## src/rtl/ubg_pkg.sv

```systemverilog
package ubg_pkg;
	// ****************************************
	// Register map (indexed-set indices, then byte addresses)
	// ****************************************
	localparam logic [1:0] ICS_IDX_PRESCALE = 2'h1;
	localparam logic [1:0] ICS_IDX_SAMPLE = 2'h2;
	localparam logic [1:0] ICS_IDX_CLKSEL = 2'h3;
	localparam logic [5:0] ADDR_DIV_LOW = 6'h00;
	localparam logic [5:0] ADDR_DIV_HIGH = 6'h04;
	localparam logic [5:0] ADDR_PRESCALE = 6'h08;
	localparam logic [5:0] ADDR_SAMPLE = 6'h0C;
	localparam logic [5:0] ADDR_CLKSEL = 6'h10;
	localparam logic [5:0] ADDR_MODEM_CTL = 6'h14;
	localparam logic [5:0] ADDR_ENH_FEAT = 6'h18;
	localparam logic [5:0] ADDR_STATUS = 6'h1C;
	// ****************************************
	// Field positions and reset values
	// ****************************************
	localparam int MC_PRESCALE_EN_BIT = 7;
	localparam int EF_ENHANCED_BIT = 4;
	localparam int CS_TX_ISO_BIT = 7;
	localparam int CS_RX_ISO_BIT = 3;
	localparam int CS_DTR_TXCLK_BIT = 4;
	localparam int CS_DTR_NXCLK_BIT = 5;
	localparam logic [7:0] SAMPLE_RST = 8'h00;
	localparam logic [7:0] DIV_LOW_RST = 8'h01;
	localparam logic [7:0] BYTE_RST = 8'h00;
	localparam logic [7:0] PRESCALE_RST = 8'h08;
	localparam logic [4:0] SC_DEFAULT = 5'h10;
	localparam logic [3:0] SC_MIN_CODE = 4'h4;
	localparam logic [2:0] FRAC_STEPS = 3'h7;
	// ****************************************
	// Carriers
	// ****************************************
	typedef struct packed {
		logic [5:0] address;
		logic read;
		logic write;
		logic [31:0] writedata;
	} ubg_avl_req_t;
	typedef struct packed {
		logic [31:0] readdata;
		logic waitrequest;
	} ubg_avl_rsp_t;
	typedef struct packed {
		logic [15:0] divisor;
		logic [7:0] prescale;
		logic prescale_en;
		logic [3:0] sample_code;
	} ubg_cfg_t;
	typedef enum logic [1:0] {
		BUS_IDLE = 2'b00,
		BUS_ACK = 2'b01
	} ubg_bus_st_t;
	// Sample clocks per bit from the low code
	function automatic logic [4:0] ubg_sample_count(input logic [3:0] code);
		if (code < SC_MIN_CODE) begin
			return SC_DEFAULT;
		end
		return {1'b0, code};
	endfunction
endpackage

```

## src/rtl/ubg_prescaler.sv

```systemverilog
`timescale 1ns/1ps
module ubg_prescaler
	import ubg_pkg::*;
(
	input wire logic MCLK_I, // Reference clock
	input wire logic SYS_RST_I, // Async reset
	input wire logic en_i, // Prescaler enabled
	input wire logic [7:0] ratio_i, // M:N
	output logic tick_o // Prescaled enable pulse
);
	typedef struct packed {
		logic [4:0] cnt;
		logic [3:0] acc;
		logic tick;
	} ubg_ps_t;
	ubg_ps_t s_q, s_d;
	logic [4:0] m;
	logic [2:0] n;
	logic [3:0] acc_sum;
	logic extra;
	logic [4:0] target;
	assign m = ratio_i[7:3];
	assign n = ratio_i[2:0];
	always_comb begin
		s_d = s_q;
		s_d.tick = 1'b0;
		// Distribute N stretched cycles over eight outputs
		acc_sum = s_q.acc + {1'b0, n};
		extra = acc_sum[3];
		// M of zero is treated as one
		target = ((m == 5'h00) ? 5'h01 : m) + {4'h0, extra} - 5'h01;
		if (!en_i) begin
			s_d.tick = 1'b1;
			s_d.cnt = 5'h00;
			s_d.acc = 4'h0;
		end else if (s_q.cnt >= target) begin
			s_d.tick = 1'b1;
			s_d.cnt = 5'h00;
			s_d.acc = {1'b0, acc_sum[2:0]};
		end else begin
			s_d.cnt = s_q.cnt + 5'h01;
		end
	end
	always_ff @(posedge MCLK_I or posedge SYS_RST_I) begin
		if (SYS_RST_I) begin
			s_q <= '0;
		end else begin
			s_q <= s_d;
		end
	end
	assign tick_o = en_i ? s_q.tick : 1'b1;
endmodule

```

## src/rtl/ubg_divider.sv

```systemverilog
`timescale 1ns/1ps
module ubg_divider
	import ubg_pkg::*;
#(
	parameter int WIDTH = 16
) (
	input wire logic MCLK_I, // Reference clock
	input wire logic SYS_RST_I, // Async reset
	input wire logic step_i, // Advance enable
	input wire logic [WIDTH-1:0] limit_i, // Divide ratio
	output logic tick_o // One-cycle pulse
);
	typedef struct packed {
		logic [WIDTH-1:0] cnt;
		logic tick;
	} ubg_dv_t;
	ubg_dv_t s_q, s_d;
	logic [WIDTH-1:0] lim;
	always_comb begin
		s_d = s_q;
		s_d.tick = 1'b0;
		lim = (limit_i == '0) ? WIDTH'(1) : limit_i;
		if (step_i) begin
			if (s_q.cnt >= lim - WIDTH'(1)) begin
				s_d.cnt = '0;
				s_d.tick = 1'b1;
			end else begin
				s_d.cnt = s_q.cnt + WIDTH'(1);
			end
		end
	end
	always_ff @(posedge MCLK_I or posedge SYS_RST_I) begin
		if (SYS_RST_I) begin
			s_q <= '0;
		end else begin
			s_q <= s_d;
		end
	end
	assign tick_o = s_q.tick;
endmodule

```

## src/rtl/ubg_baud_gen.sv

```systemverilog
// What this block does
// - Divide prescaled clock by 16-bit divisor, low byte plus 256 times high byte
// - Bit rate is clock over sample count times divisor times prescale
// - Prescaler divides by M plus N/8, M in bits 7:3, N in 2:0
// - Prescale ratio ranges 1.0 to 31.875 in eighth steps
// - Modem control bit 7 low bypasses prescaler, ratio exactly one
// - Reset bypasses prescaler and clears sample count register to zero
// - Sample codes 0-3 give 16 clocks per bit, 4-15 give 4-15
// - Upper four sample register bits do not affect sampling
// - Sample register reads back the last written value
// - Writes 0x01, 0x10, 0x11 give sixteen, never isochronous mode
// - Sample count register ignored in isochronous mode
// - Sample count applies with or without enhanced mode
// - Prescale at index 0x01, sample count at 0x02 of indexed set
// - External transmit clock on ring pin, receive clock on data-set-ready
// - Clock select bit 7 makes transmit 1x, bit 3 makes receive 1x
// - In 1x mode each bit follows one cycle of the 1x clock
// - Local 1x bit clock can drive the data-terminal-ready pin
// - Clock select at index 0x03, bits 4/5 put clocks on DTR pin
//
// Our own choice: the Avalon-MM interface to the registers.
`timescale 1ns/1ps
module ubg_baud_gen
	import ubg_pkg::*;
(
	input wire logic MCLK_I, // 125 MHz reference clock
	input wire logic SYS_RST_I, // Async reset, active high
	input wire ubg_pkg::ubg_avl_req_t AVL_REQ_I, // Avalon request
	output ubg_pkg::ubg_avl_rsp_t AVL_RSP_O, // Avalon response
	input wire logic TX_EXT_CLOCK_PIN_I, // External tx 1x clock
	input wire logic RX_EXT_CLOCK_PIN_I, // External rx 1x clock
	input wire logic DTR_FUNC_I, // Normal DTR level from modem logic
	output logic DTR_PIN_O, // DTR pin level
	output logic SAMPLE_TICK_O, // Nx sample-clock pulse
	output logic TX_BIT_TICK_O, // Tx bit strobe
	output logic RX_BIT_TICK_O, // Rx bit strobe
	output logic TX_ISO_O, // Tx in 1x mode
	output logic RX_ISO_O // Rx in 1x mode
);
	import ubg_pkg::*;
	// ****************************************
	// State
	// ****************************************
	typedef struct packed {
		ubg_bus_st_t bus;
		logic [31:0] rdata;
		logic [7:0] div_low;
		logic [7:0] div_high;
		logic [7:0] prescale;
		logic [7:0] sample;
		logic [7:0] clksel;
		logic [7:0] modem_ctl;
		logic [7:0] enh_feat;
		logic [4:0] sc_cnt;
		logic tx_bit;
		logic rx_bit;
		logic nx_clk;
		logic tx1x_clk;
		logic [2:0] tx_sync;
		logic [2:0] rx_sync;
		logic dtr;
	} ubg_state_t;
	ubg_state_t s_q, s_d;
	logic pre_tick;
	logic div_tick;
	logic [15:0] divisor;
	logic [4:0] sc_num;
	logic tx_edge;
	logic rx_edge;
	logic wr_hit;
	assign divisor = {s_q.div_high, s_q.div_low};
	// ****************************************
	// Prescaler and divisor chain
	// ****************************************
	ubg_prescaler u_pre (
		.MCLK_I(MCLK_I),
		.SYS_RST_I(SYS_RST_I),
		.en_i(s_q.modem_ctl[MC_PRESCALE_EN_BIT]),
		.ratio_i(s_q.prescale),
		.tick_o(pre_tick)
	);
	ubg_divider #(
		.WIDTH(16)
	) u_div (
		.MCLK_I(MCLK_I),
		.SYS_RST_I(SYS_RST_I),
		.step_i(pre_tick),
		.limit_i(divisor),
		.tick_o(div_tick)
	);
	always_comb begin
		s_d = s_q;
		s_d.tx_bit = 1'b0;
		s_d.rx_bit = 1'b0;
		wr_hit = 1'b0;
		// Only low nibble steers sampling
		sc_num = ubg_sample_count(s_q.sample[3:0]);
		// ****************************************
		// External clock capture
		// ****************************************
		s_d.tx_sync = {s_q.tx_sync[1:0], TX_EXT_CLOCK_PIN_I};
		s_d.rx_sync = {s_q.rx_sync[1:0], RX_EXT_CLOCK_PIN_I};
		tx_edge = s_q.tx_sync[1] & ~s_q.tx_sync[2];
		rx_edge = s_q.rx_sync[1] & ~s_q.rx_sync[2];
		// ****************************************
		// Sample clock count to bit strobe
		// ****************************************
		if (div_tick) begin
			s_d.nx_clk = ~s_q.nx_clk;
			if (s_q.sc_cnt >= sc_num - 5'h01) begin
				s_d.sc_cnt = 5'h00;
				s_d.tx_bit = 1'b1;
				s_d.rx_bit = 1'b1;
				s_d.tx1x_clk = ~s_q.tx1x_clk;
			end else begin
				s_d.sc_cnt = s_q.sc_cnt + 5'h01;
			end
		end
		// 1x mode replaces the Nx strobe, counter ignored
		if (s_q.clksel[CS_TX_ISO_BIT]) begin
			s_d.tx_bit = tx_edge;
		end
		if (s_q.clksel[CS_RX_ISO_BIT]) begin
			s_d.rx_bit = rx_edge;
		end
		// ****************************************
		// DTR pin select
		// ****************************************
		if (s_q.clksel[CS_DTR_TXCLK_BIT]) begin
			s_d.dtr = s_q.clksel[CS_TX_ISO_BIT] ? s_q.tx_sync[1] : s_q.tx1x_clk;
		end else if (s_q.clksel[CS_DTR_NXCLK_BIT]) begin
			s_d.dtr = s_q.nx_clk;
		end else begin
			s_d.dtr = DTR_FUNC_I;
		end
		// ****************************************
		// Avalon slave, one wait state
		// ****************************************
		case (s_q.bus)
			BUS_IDLE: begin
				if (AVL_REQ_I.read || AVL_REQ_I.write) begin
					s_d.bus = BUS_ACK;
					wr_hit = AVL_REQ_I.write;
					s_d.rdata = 32'h0000_0000;
					case (AVL_REQ_I.address)
						ADDR_DIV_LOW: s_d.rdata[7:0] = s_q.div_low;
						ADDR_DIV_HIGH: s_d.rdata[7:0] = s_q.div_high;
						ADDR_PRESCALE: s_d.rdata[7:0] = s_q.prescale;
						ADDR_SAMPLE: s_d.rdata[7:0] = s_q.sample;
						ADDR_CLKSEL: s_d.rdata[7:0] = s_q.clksel;
						ADDR_MODEM_CTL: s_d.rdata[7:0] = s_q.modem_ctl;
						ADDR_ENH_FEAT: s_d.rdata[7:0] = s_q.enh_feat;
						ADDR_STATUS: s_d.rdata[4:0] = sc_num;
						default: s_d.rdata = 32'h0000_0000;
					endcase
				end
			end
			BUS_ACK: begin
				s_d.bus = BUS_IDLE;
			end
			default: begin
				s_d.bus = BUS_IDLE;
			end
		endcase
		if (wr_hit) begin
			case (AVL_REQ_I.address)
				ADDR_DIV_LOW: s_d.div_low = AVL_REQ_I.writedata[7:0];
				ADDR_DIV_HIGH: s_d.div_high = AVL_REQ_I.writedata[7:0];
				ADDR_PRESCALE: s_d.prescale = AVL_REQ_I.writedata[7:0];
				ADDR_SAMPLE: s_d.sample = AVL_REQ_I.writedata[7:0];
				ADDR_CLKSEL: s_d.clksel = AVL_REQ_I.writedata[7:0];
				ADDR_MODEM_CTL: begin
					s_d.modem_ctl[6:0] = AVL_REQ_I.writedata[6:0];
					// Prescaler enable writable only in enhanced mode
					if (s_q.enh_feat[EF_ENHANCED_BIT]) begin
						s_d.modem_ctl[MC_PRESCALE_EN_BIT] = AVL_REQ_I.writedata[MC_PRESCALE_EN_BIT];
					end
				end
				ADDR_ENH_FEAT: s_d.enh_feat = AVL_REQ_I.writedata[7:0];
				default: s_d.bus = BUS_ACK;
			endcase
		end
	end
	always_ff @(posedge MCLK_I or posedge SYS_RST_I) begin
		if (SYS_RST_I) begin
			s_q <= '0;
			s_q.bus <= BUS_IDLE;
			s_q.div_low <= DIV_LOW_RST;
			s_q.div_high <= BYTE_RST;
			s_q.prescale <= PRESCALE_RST;
			s_q.sample <= SAMPLE_RST;
			s_q.modem_ctl <= BYTE_RST;
		end else begin
			s_q <= s_d;
		end
	end
	// ****************************************
	// Outputs
	// ****************************************
	assign AVL_RSP_O.waitrequest = (AVL_REQ_I.read || AVL_REQ_I.write) && (s_q.bus != BUS_ACK);
	assign AVL_RSP_O.readdata = s_q.rdata;
	assign DTR_PIN_O = s_q.dtr;
	assign SAMPLE_TICK_O = div_tick;
	assign TX_BIT_TICK_O = s_q.tx_bit;
	assign RX_BIT_TICK_O = s_q.rx_bit;
	assign TX_ISO_O = s_q.clksel[CS_TX_ISO_BIT];
	assign RX_ISO_O = s_q.clksel[CS_RX_ISO_BIT];
endmodule

```

## config.mk

```make
export PLATFORM = sky130hd
export DESIGN_NAME = ubg_baud_gen
export DESIGN_NICKNAME = d
export VERILOG_FILES = /design/src/rtl/ubg_pkg.sv /design/src/rtl/ubg_prescaler.sv /design/src/rtl/ubg_divider.sv /design/src/rtl/ubg_baud_gen.sv
export SDC_FILE = /design/constraint.sdc
export NUM_CORES = 1
export LEC_CHECK = 0
export BUFFER_PORTS_ARGS = -buffer_cell sky130_fd_sc_hd__buf_2
export CAP_MARGIN = 20
export CORE_MARGIN = 10
export CORE_UTILIZATION = 50
export DETAILED_ROUTE_END_ITERATION = 8
export PLACE_DENSITY_LB_ADDON = 0.15
export SYNTH_ARGS = -nofsm -noshare
export SYNTH_HDL_FRONTEND = slang
export SYNTH_SLANG_ARGS = --single-unit
export TNS_END_PERCENT = 1
```

## constraint.sdc

```tcl
create_clock -name MCLK_I -period 3.55 [get_ports MCLK_I]
set_input_delay 0.5325 -clock MCLK_I [delete_from_list [all_inputs] [get_ports MCLK_I]]
set_output_delay 0.5325 -clock MCLK_I [all_outputs]
set_load 0.01 [all_outputs]
```

== After elaboration in Yosys (flattened, before gate mapping) ==
Cells that the tools add are included.

* Eq/ne operators: 9
* Divide/modulo/power cells: 0
* $add $sub $neg: 8
* Shift operators: 0
* Reductions and logical operators: 17
* Magnitude comparators: 4
* Multiplexer cells: 29
* Multipliers: 0
* Bitwise operators: 6

{| class="wikitable"
|+ Operators by type and width
! cell !! number
|-
| $pmux 5 s8 || 1
|-
| $mux 34 || 1
|-
| $mux 16 || 2
|-
| $mux 5 || 6
|-
| $eq 6x5->1 const B || 4
|-
| $pmux 3 s7 || 1
|-
| $reduce_and 2->1 || 9
|-
| $add 16x1->16 const B || 1
|-
| $ge 16x16->1 || 1
|-
| $logic_not 16->1 || 1
|-
| $sub 16x1->16 const B || 1
|-
| $eq 6x4->1 const B || 2
|-
| $mux 1 || 12
|-
| $add 5x1->5 const B || 2
|-
| $ge 5x5->1 || 2
|-
| $mux 10 || 1
|-
| $sub 5x1->5 const B || 2
|-
| $mux 2 || 4
|-
| $reduce_or 7->1 || 1
|-
| $eq 6x3->1 const B || 1
|-
| $logic_not 6->1 || 1
|-
| $add 5x1->5 || 1
|-
| $logic_not 5->1 || 1
|-
| $add 4x3->4 || 1
|-
| 9 further kinds || 14
|}

* Memory bits (writable): 0
* Latch bits: 0
* Bits of input ports: 45
* Word-level logic and storage cells: 96
* Register bits: 109
* ROM bits: 0
* Output and inout port bits: 39
* Memories kept: 0

== Logic depth before layout (Yosys ltp) ==
* Depth in word-level cells: 8
* Gate-level depth with buffers: 14
* Mapped depth without buffers: 13

== Modules after synthesis ==
A second synthesis with hierarchy kept.

* Cells, all modules: 569
* Area total of the unflattened synthesis: 6278.5 µm²

{| class="wikitable"
|+ Modules (own cells, without submodules)
! module !! area an instance (µm²) !! sequential area each (µm²) !! cells an instance !! instances
|-
| ubg_baud_gen || 4057.6 || 2054.5 || 327 || 1
|-
| ubg_divider || 1485.2 || 425.4 || 166 || 1
|-
| ubg_prescaler || 735.7 || 225.2 || 76 || 1
|}

== Worst setup path after synthesis ==
No wires, ideal clock.

* Path type: reg2reg
* From: register s_q, in the netlist divisor[11]
* To: register u_div.s_q[10] (netlist name)
* Period minus slack after synthesis: 3.256 ns
* Data required time: 3.413 ns
* Stages on the path, launching flop included: 15
* Slack: 0.294 ns
* Path buffers: 1
* Setup time: 0.137 ns
* Arrival: 3.119 ns
* Path through: dfrtp_1 > or4_1 > nor2_1 > a41oi_1 > ha_1 > nand2b_1 > nor4_1 > xnor2_1 > ha_1 > nand2_1 > nor3_1 > a21oi_1 > o21ai_1 > clkbuf_1 > a21oi_1

* Longest elaborated chain between the ends: 5

{| class="wikitable"
|+ Ends and longest elaborated chain
! item !! RTL line !! RTL
|-
| from (decl) || ubg_baud_gen.sv:63 || <nowiki>ubg_state_t s_q, s_d;</nowiki>
|-
| $logic_not 16->1 || ubg_divider.sv:22 || <nowiki>lim = (limit_i == '0) ? WIDTH'(1) : limit_i;</nowiki>
|-
| $mux 16 (*) || ubg_divider.sv:22 ||
|-
| $sub 16x1->16 (*) || ubg_divider.sv:24 || <nowiki>if (s_q.cnt >= lim - WIDTH'(1)) begin</nowiki>
|-
| $ge 16x16->1 (*) || ubg_divider.sv:24 ||
|-
| $mux 16 (*) || ubg_divider.sv:24 ||
|-
| to (signal assigned) || ubg_divider.sv:34 || <nowiki>s_q <= '0;</nowiki>
|-
| to (signal assigned) || ubg_divider.sv:36 || <nowiki>s_q <= s_d;</nowiki>
|-
| to (decl) || ubg_divider.sv:17 || <nowiki>ubg_dv_t s_q, s_d;</nowiki>
|}

Mark *: on every way between the ends. The rest lies on a longest branch, timed or not.
A chain may end at the register's enable or synchronous reset.

==> run summary <==
Metal-1 WL - 6010 microns
R2r setup slk - 320 ps
Switch Pwr - 1.03 mW
Final worst slack - 321 ps
Met3 WL - 742 microns
TNS Setup - 0 ps
Skew-Pair Late Insertion Delay - 360 ps
Largest net degree at the start of global routing - 56
Chip width - 129 microns
Setup Slack @ Placement - 82.1 ps
Vias/cell - 5.66
Drt wl/cell - 18.4 microns
DRC - 0
Most common cell after layout, fill and taps aside - dfrtp_1
Vias in the first global route - 4147
Core area - 11500 sq um
Cell Area, Synth - 5930 sq um
Root buffer cell - clkbuf_16
Worst Skew - 10.9 ps
Internal power - 2.17 mW
Synth cell types - 57
Final Setup Violations - 0
FMAX - 310 MHz
Startpoint Class - flip-flop
Top FF cell, synth - dfrtp_1
Tcrit/Tclk final - 0.909
Final wirelength - 13200 microns
Row count - 39
Syn Inst Count - 538
Nets - 650
Worst vdd ir - 0.000396 V
Io pins - 84
Worst Hold Launch - TX_EXT_CLOCK_PIN_I
FF+latch count, synth - 108
Worst-Margin Slew - 718 ps
Final Hold Vio Count - 0
Ys async rst share - 1.00
Combinational share of power - 0.216
Clock power share - 0.320
Crit path kind - flip-flop to flip-flop
Worst-path fanout max - 14
Clock transition at the registers of the reported paths - 80 ps
Initial Utilization - 0.515
Die area - 16600 sq um
CTS tree - built
Final Critical Period - 3230 ps
Gr usage total - 0.166
Ys Warns - 0
Final hold slack - 274 ps
Sequential area share after synthesis - 0.456
Area Growth Syn to Fin - 9.28%
Status - complete, no violations
Worst Hold Class - input port to flip-flop
Post-route ant nets - 0
Switching Share - 0.322
Critical Path Start - divisor[3]$_DFFE_PP0P_
Most frequent cells in the layout - 106 x dfrtp_1, 63 x mux2_2, 40 x nand2_1, 35 x buf_2, 34 x ha_1
GP Congestion - 0.819
DRT iter0 DRCs - 280
Gr ovfl total - 0
DIE HEIGHT - 129 microns
Syn Area/Cell - 11.0 sq um
# Max-Cap Violations - 0
Final Slew Violations - 0
Clock buffer depth - 2
Setup crit end kind - flip-flop
Pwr per Cell Area - 495 nW/um^2
Top Layer Used - met4
Seq pwr share - 0.464
CTS Buf Count - 9
First-pass GRT wire length - 21900 microns
Fin util - 0.563
Relative slew slack - 0.519
Vias post-DR - 4059
WP data required - 3790 ps
# diodes - 0
TritonRoute pass-1 iters - 5
Htree depth - 3
Initial antenna violation count - 0
Port Buffer Count - 35
Pleak - 3.17 nW
Clock sinks - 108
Data arrival, critical path - 3460 ps
Met2 Wirelength - 6370 microns
Share of layout cells above drive strength 1 - 0.246
Post-synth EDFFs - 0
Reg2Reg Launch Point - divisor[3]$_DFFE_PP0P_
DP Wirelength - 9770 microns
critical path: stages (launching register included):
cell     delay, ps
dfrtp_1        510
nor4_2         480
nand2_1        150
or3_1          440
nor3_1         190
xnor2_1        150
ha_1           260
a21oi_1        140
o21ai_0         90
a21oi_1        250
o21ai_2        120
buf_6          170
and2_1         170
cells by family (layout without fill, tap and decap cells):
group                      after synthesis  in the layout  synth area share
and+or+nand+nor                        133            133             0.120
DFF                                    108            108             0.456
AOI/OAI and AO/OA                       98             98             0.110
muxes                                   66             66             0.125
buffers and inverters                   60             72            0.0590
adders and majority gates               36             36            0.0772
xor gates and xnor gates                36             36            0.0531
other                                    1             25          0.000632
state kept, by name, indices dropped and copies added (netlist names):
name           cells
divisor           16
TX_BIT_TICK_O      1
u_div.s_q         16
s_q               49
AVL_RSP_O          8
RX_BIT_TICK_O      1
DTR_PIN_O          1
s_d                4
TX_ISO_O           1
u_div.tick_o       1
u_pre.s_q          9
RX_ISO_O           1
metrics by stage:
stage               power, mW  instances  cell area [sq um]
floorplan                2.00        562               6020
global placement         2.15        700               6150
detailed placement       2.18        700               6150
CTS                      3.21        716               6460
global route             3.41        717               6480
finish                   3.21        717               6480
cells in the mapped netlist, drive strengths merged, types with 3 or more instances:
cell type	count	area, sq um
a211oi	3	22.5
a21o	7	52.6
a21oi	31	155
a221oi	6	52.6
a222oi	5	50.1
a22oi	9	67.6
a31oi	4	25.0
a32o	3	30.0
and2	3	18.8
and3	6	37.5
buf	36	260
clkbuf	12	45.0
dfrtp	106	2650
ha	35	438
inv	12	45.0
mux2	63	709
mux2i	3	30.0
nand2	43	169
nand2b	7	43.8
nand3	14	70.1
nand4	4	25.0
nor2	21	81.3
nor2b	3	18.8
nor3	11	71.3
nor4	5	43.8
o21ai	16	80.1
o22a	3	26.3
or3	5	31.3
xnor2	14	123
xor2	22	193
path summary, 6_finish.rpt:
kind	endpoint	cells after the start
worst min-delay path	s_d[5]$_DFF_PP0_	1
min in group asynchronous	u_div.s_q[16]$_DFFE_PP0P_	2
worst max-delay path	u_div.tick_o$_DFF_PP0_	12
max in group asynchronous	s_q[51]$_DFFE_PP1P_	3
worst min register to register	s_d[3]$_DFF_PP0_	0
worst max register to register	u_div.tick_o$_DFF_PP0_	12
power groups by stage:
stage	registers (mW)	logic [mW]	clock network, mW
after detailed placement	1.51	0.663	0
after global routing	1.51	0.794	1.10
after global placement	1.51	0.640	0
final	1.49	0.692	1.03
after CTS	1.49	0.668	1.05
after floorplan	1.47	0.528	0
cell type report:
cell class / count / area (sq um)
fillers: 995 / 5030
flip-flops and latches: 108 / 2710
inverters: 12 / 47.5
multi-input cells: 394 / 2980
well taps: 143 / 179
clock buffers: 9 / 225
repair buffers: 44 / 259
clock inverters: 7 / 83.8
timing repair:
action	in CTS	in global routing
resized for setup	0	6
endpoints found under the setup margin	0	17
setup buffers	0	1
hold buffers	0	0
per-layer routing:
layer | track usage | vias to the layer above
met5 | 0 | -
met4 | 0.0361 | 0
met3 | 0.0476 | 7
met2 | 0.274 | 90
met1 | 0.213 | 1998
li1 | - | 1964
No activity file was read; power rests on OpenSTA's default activity.
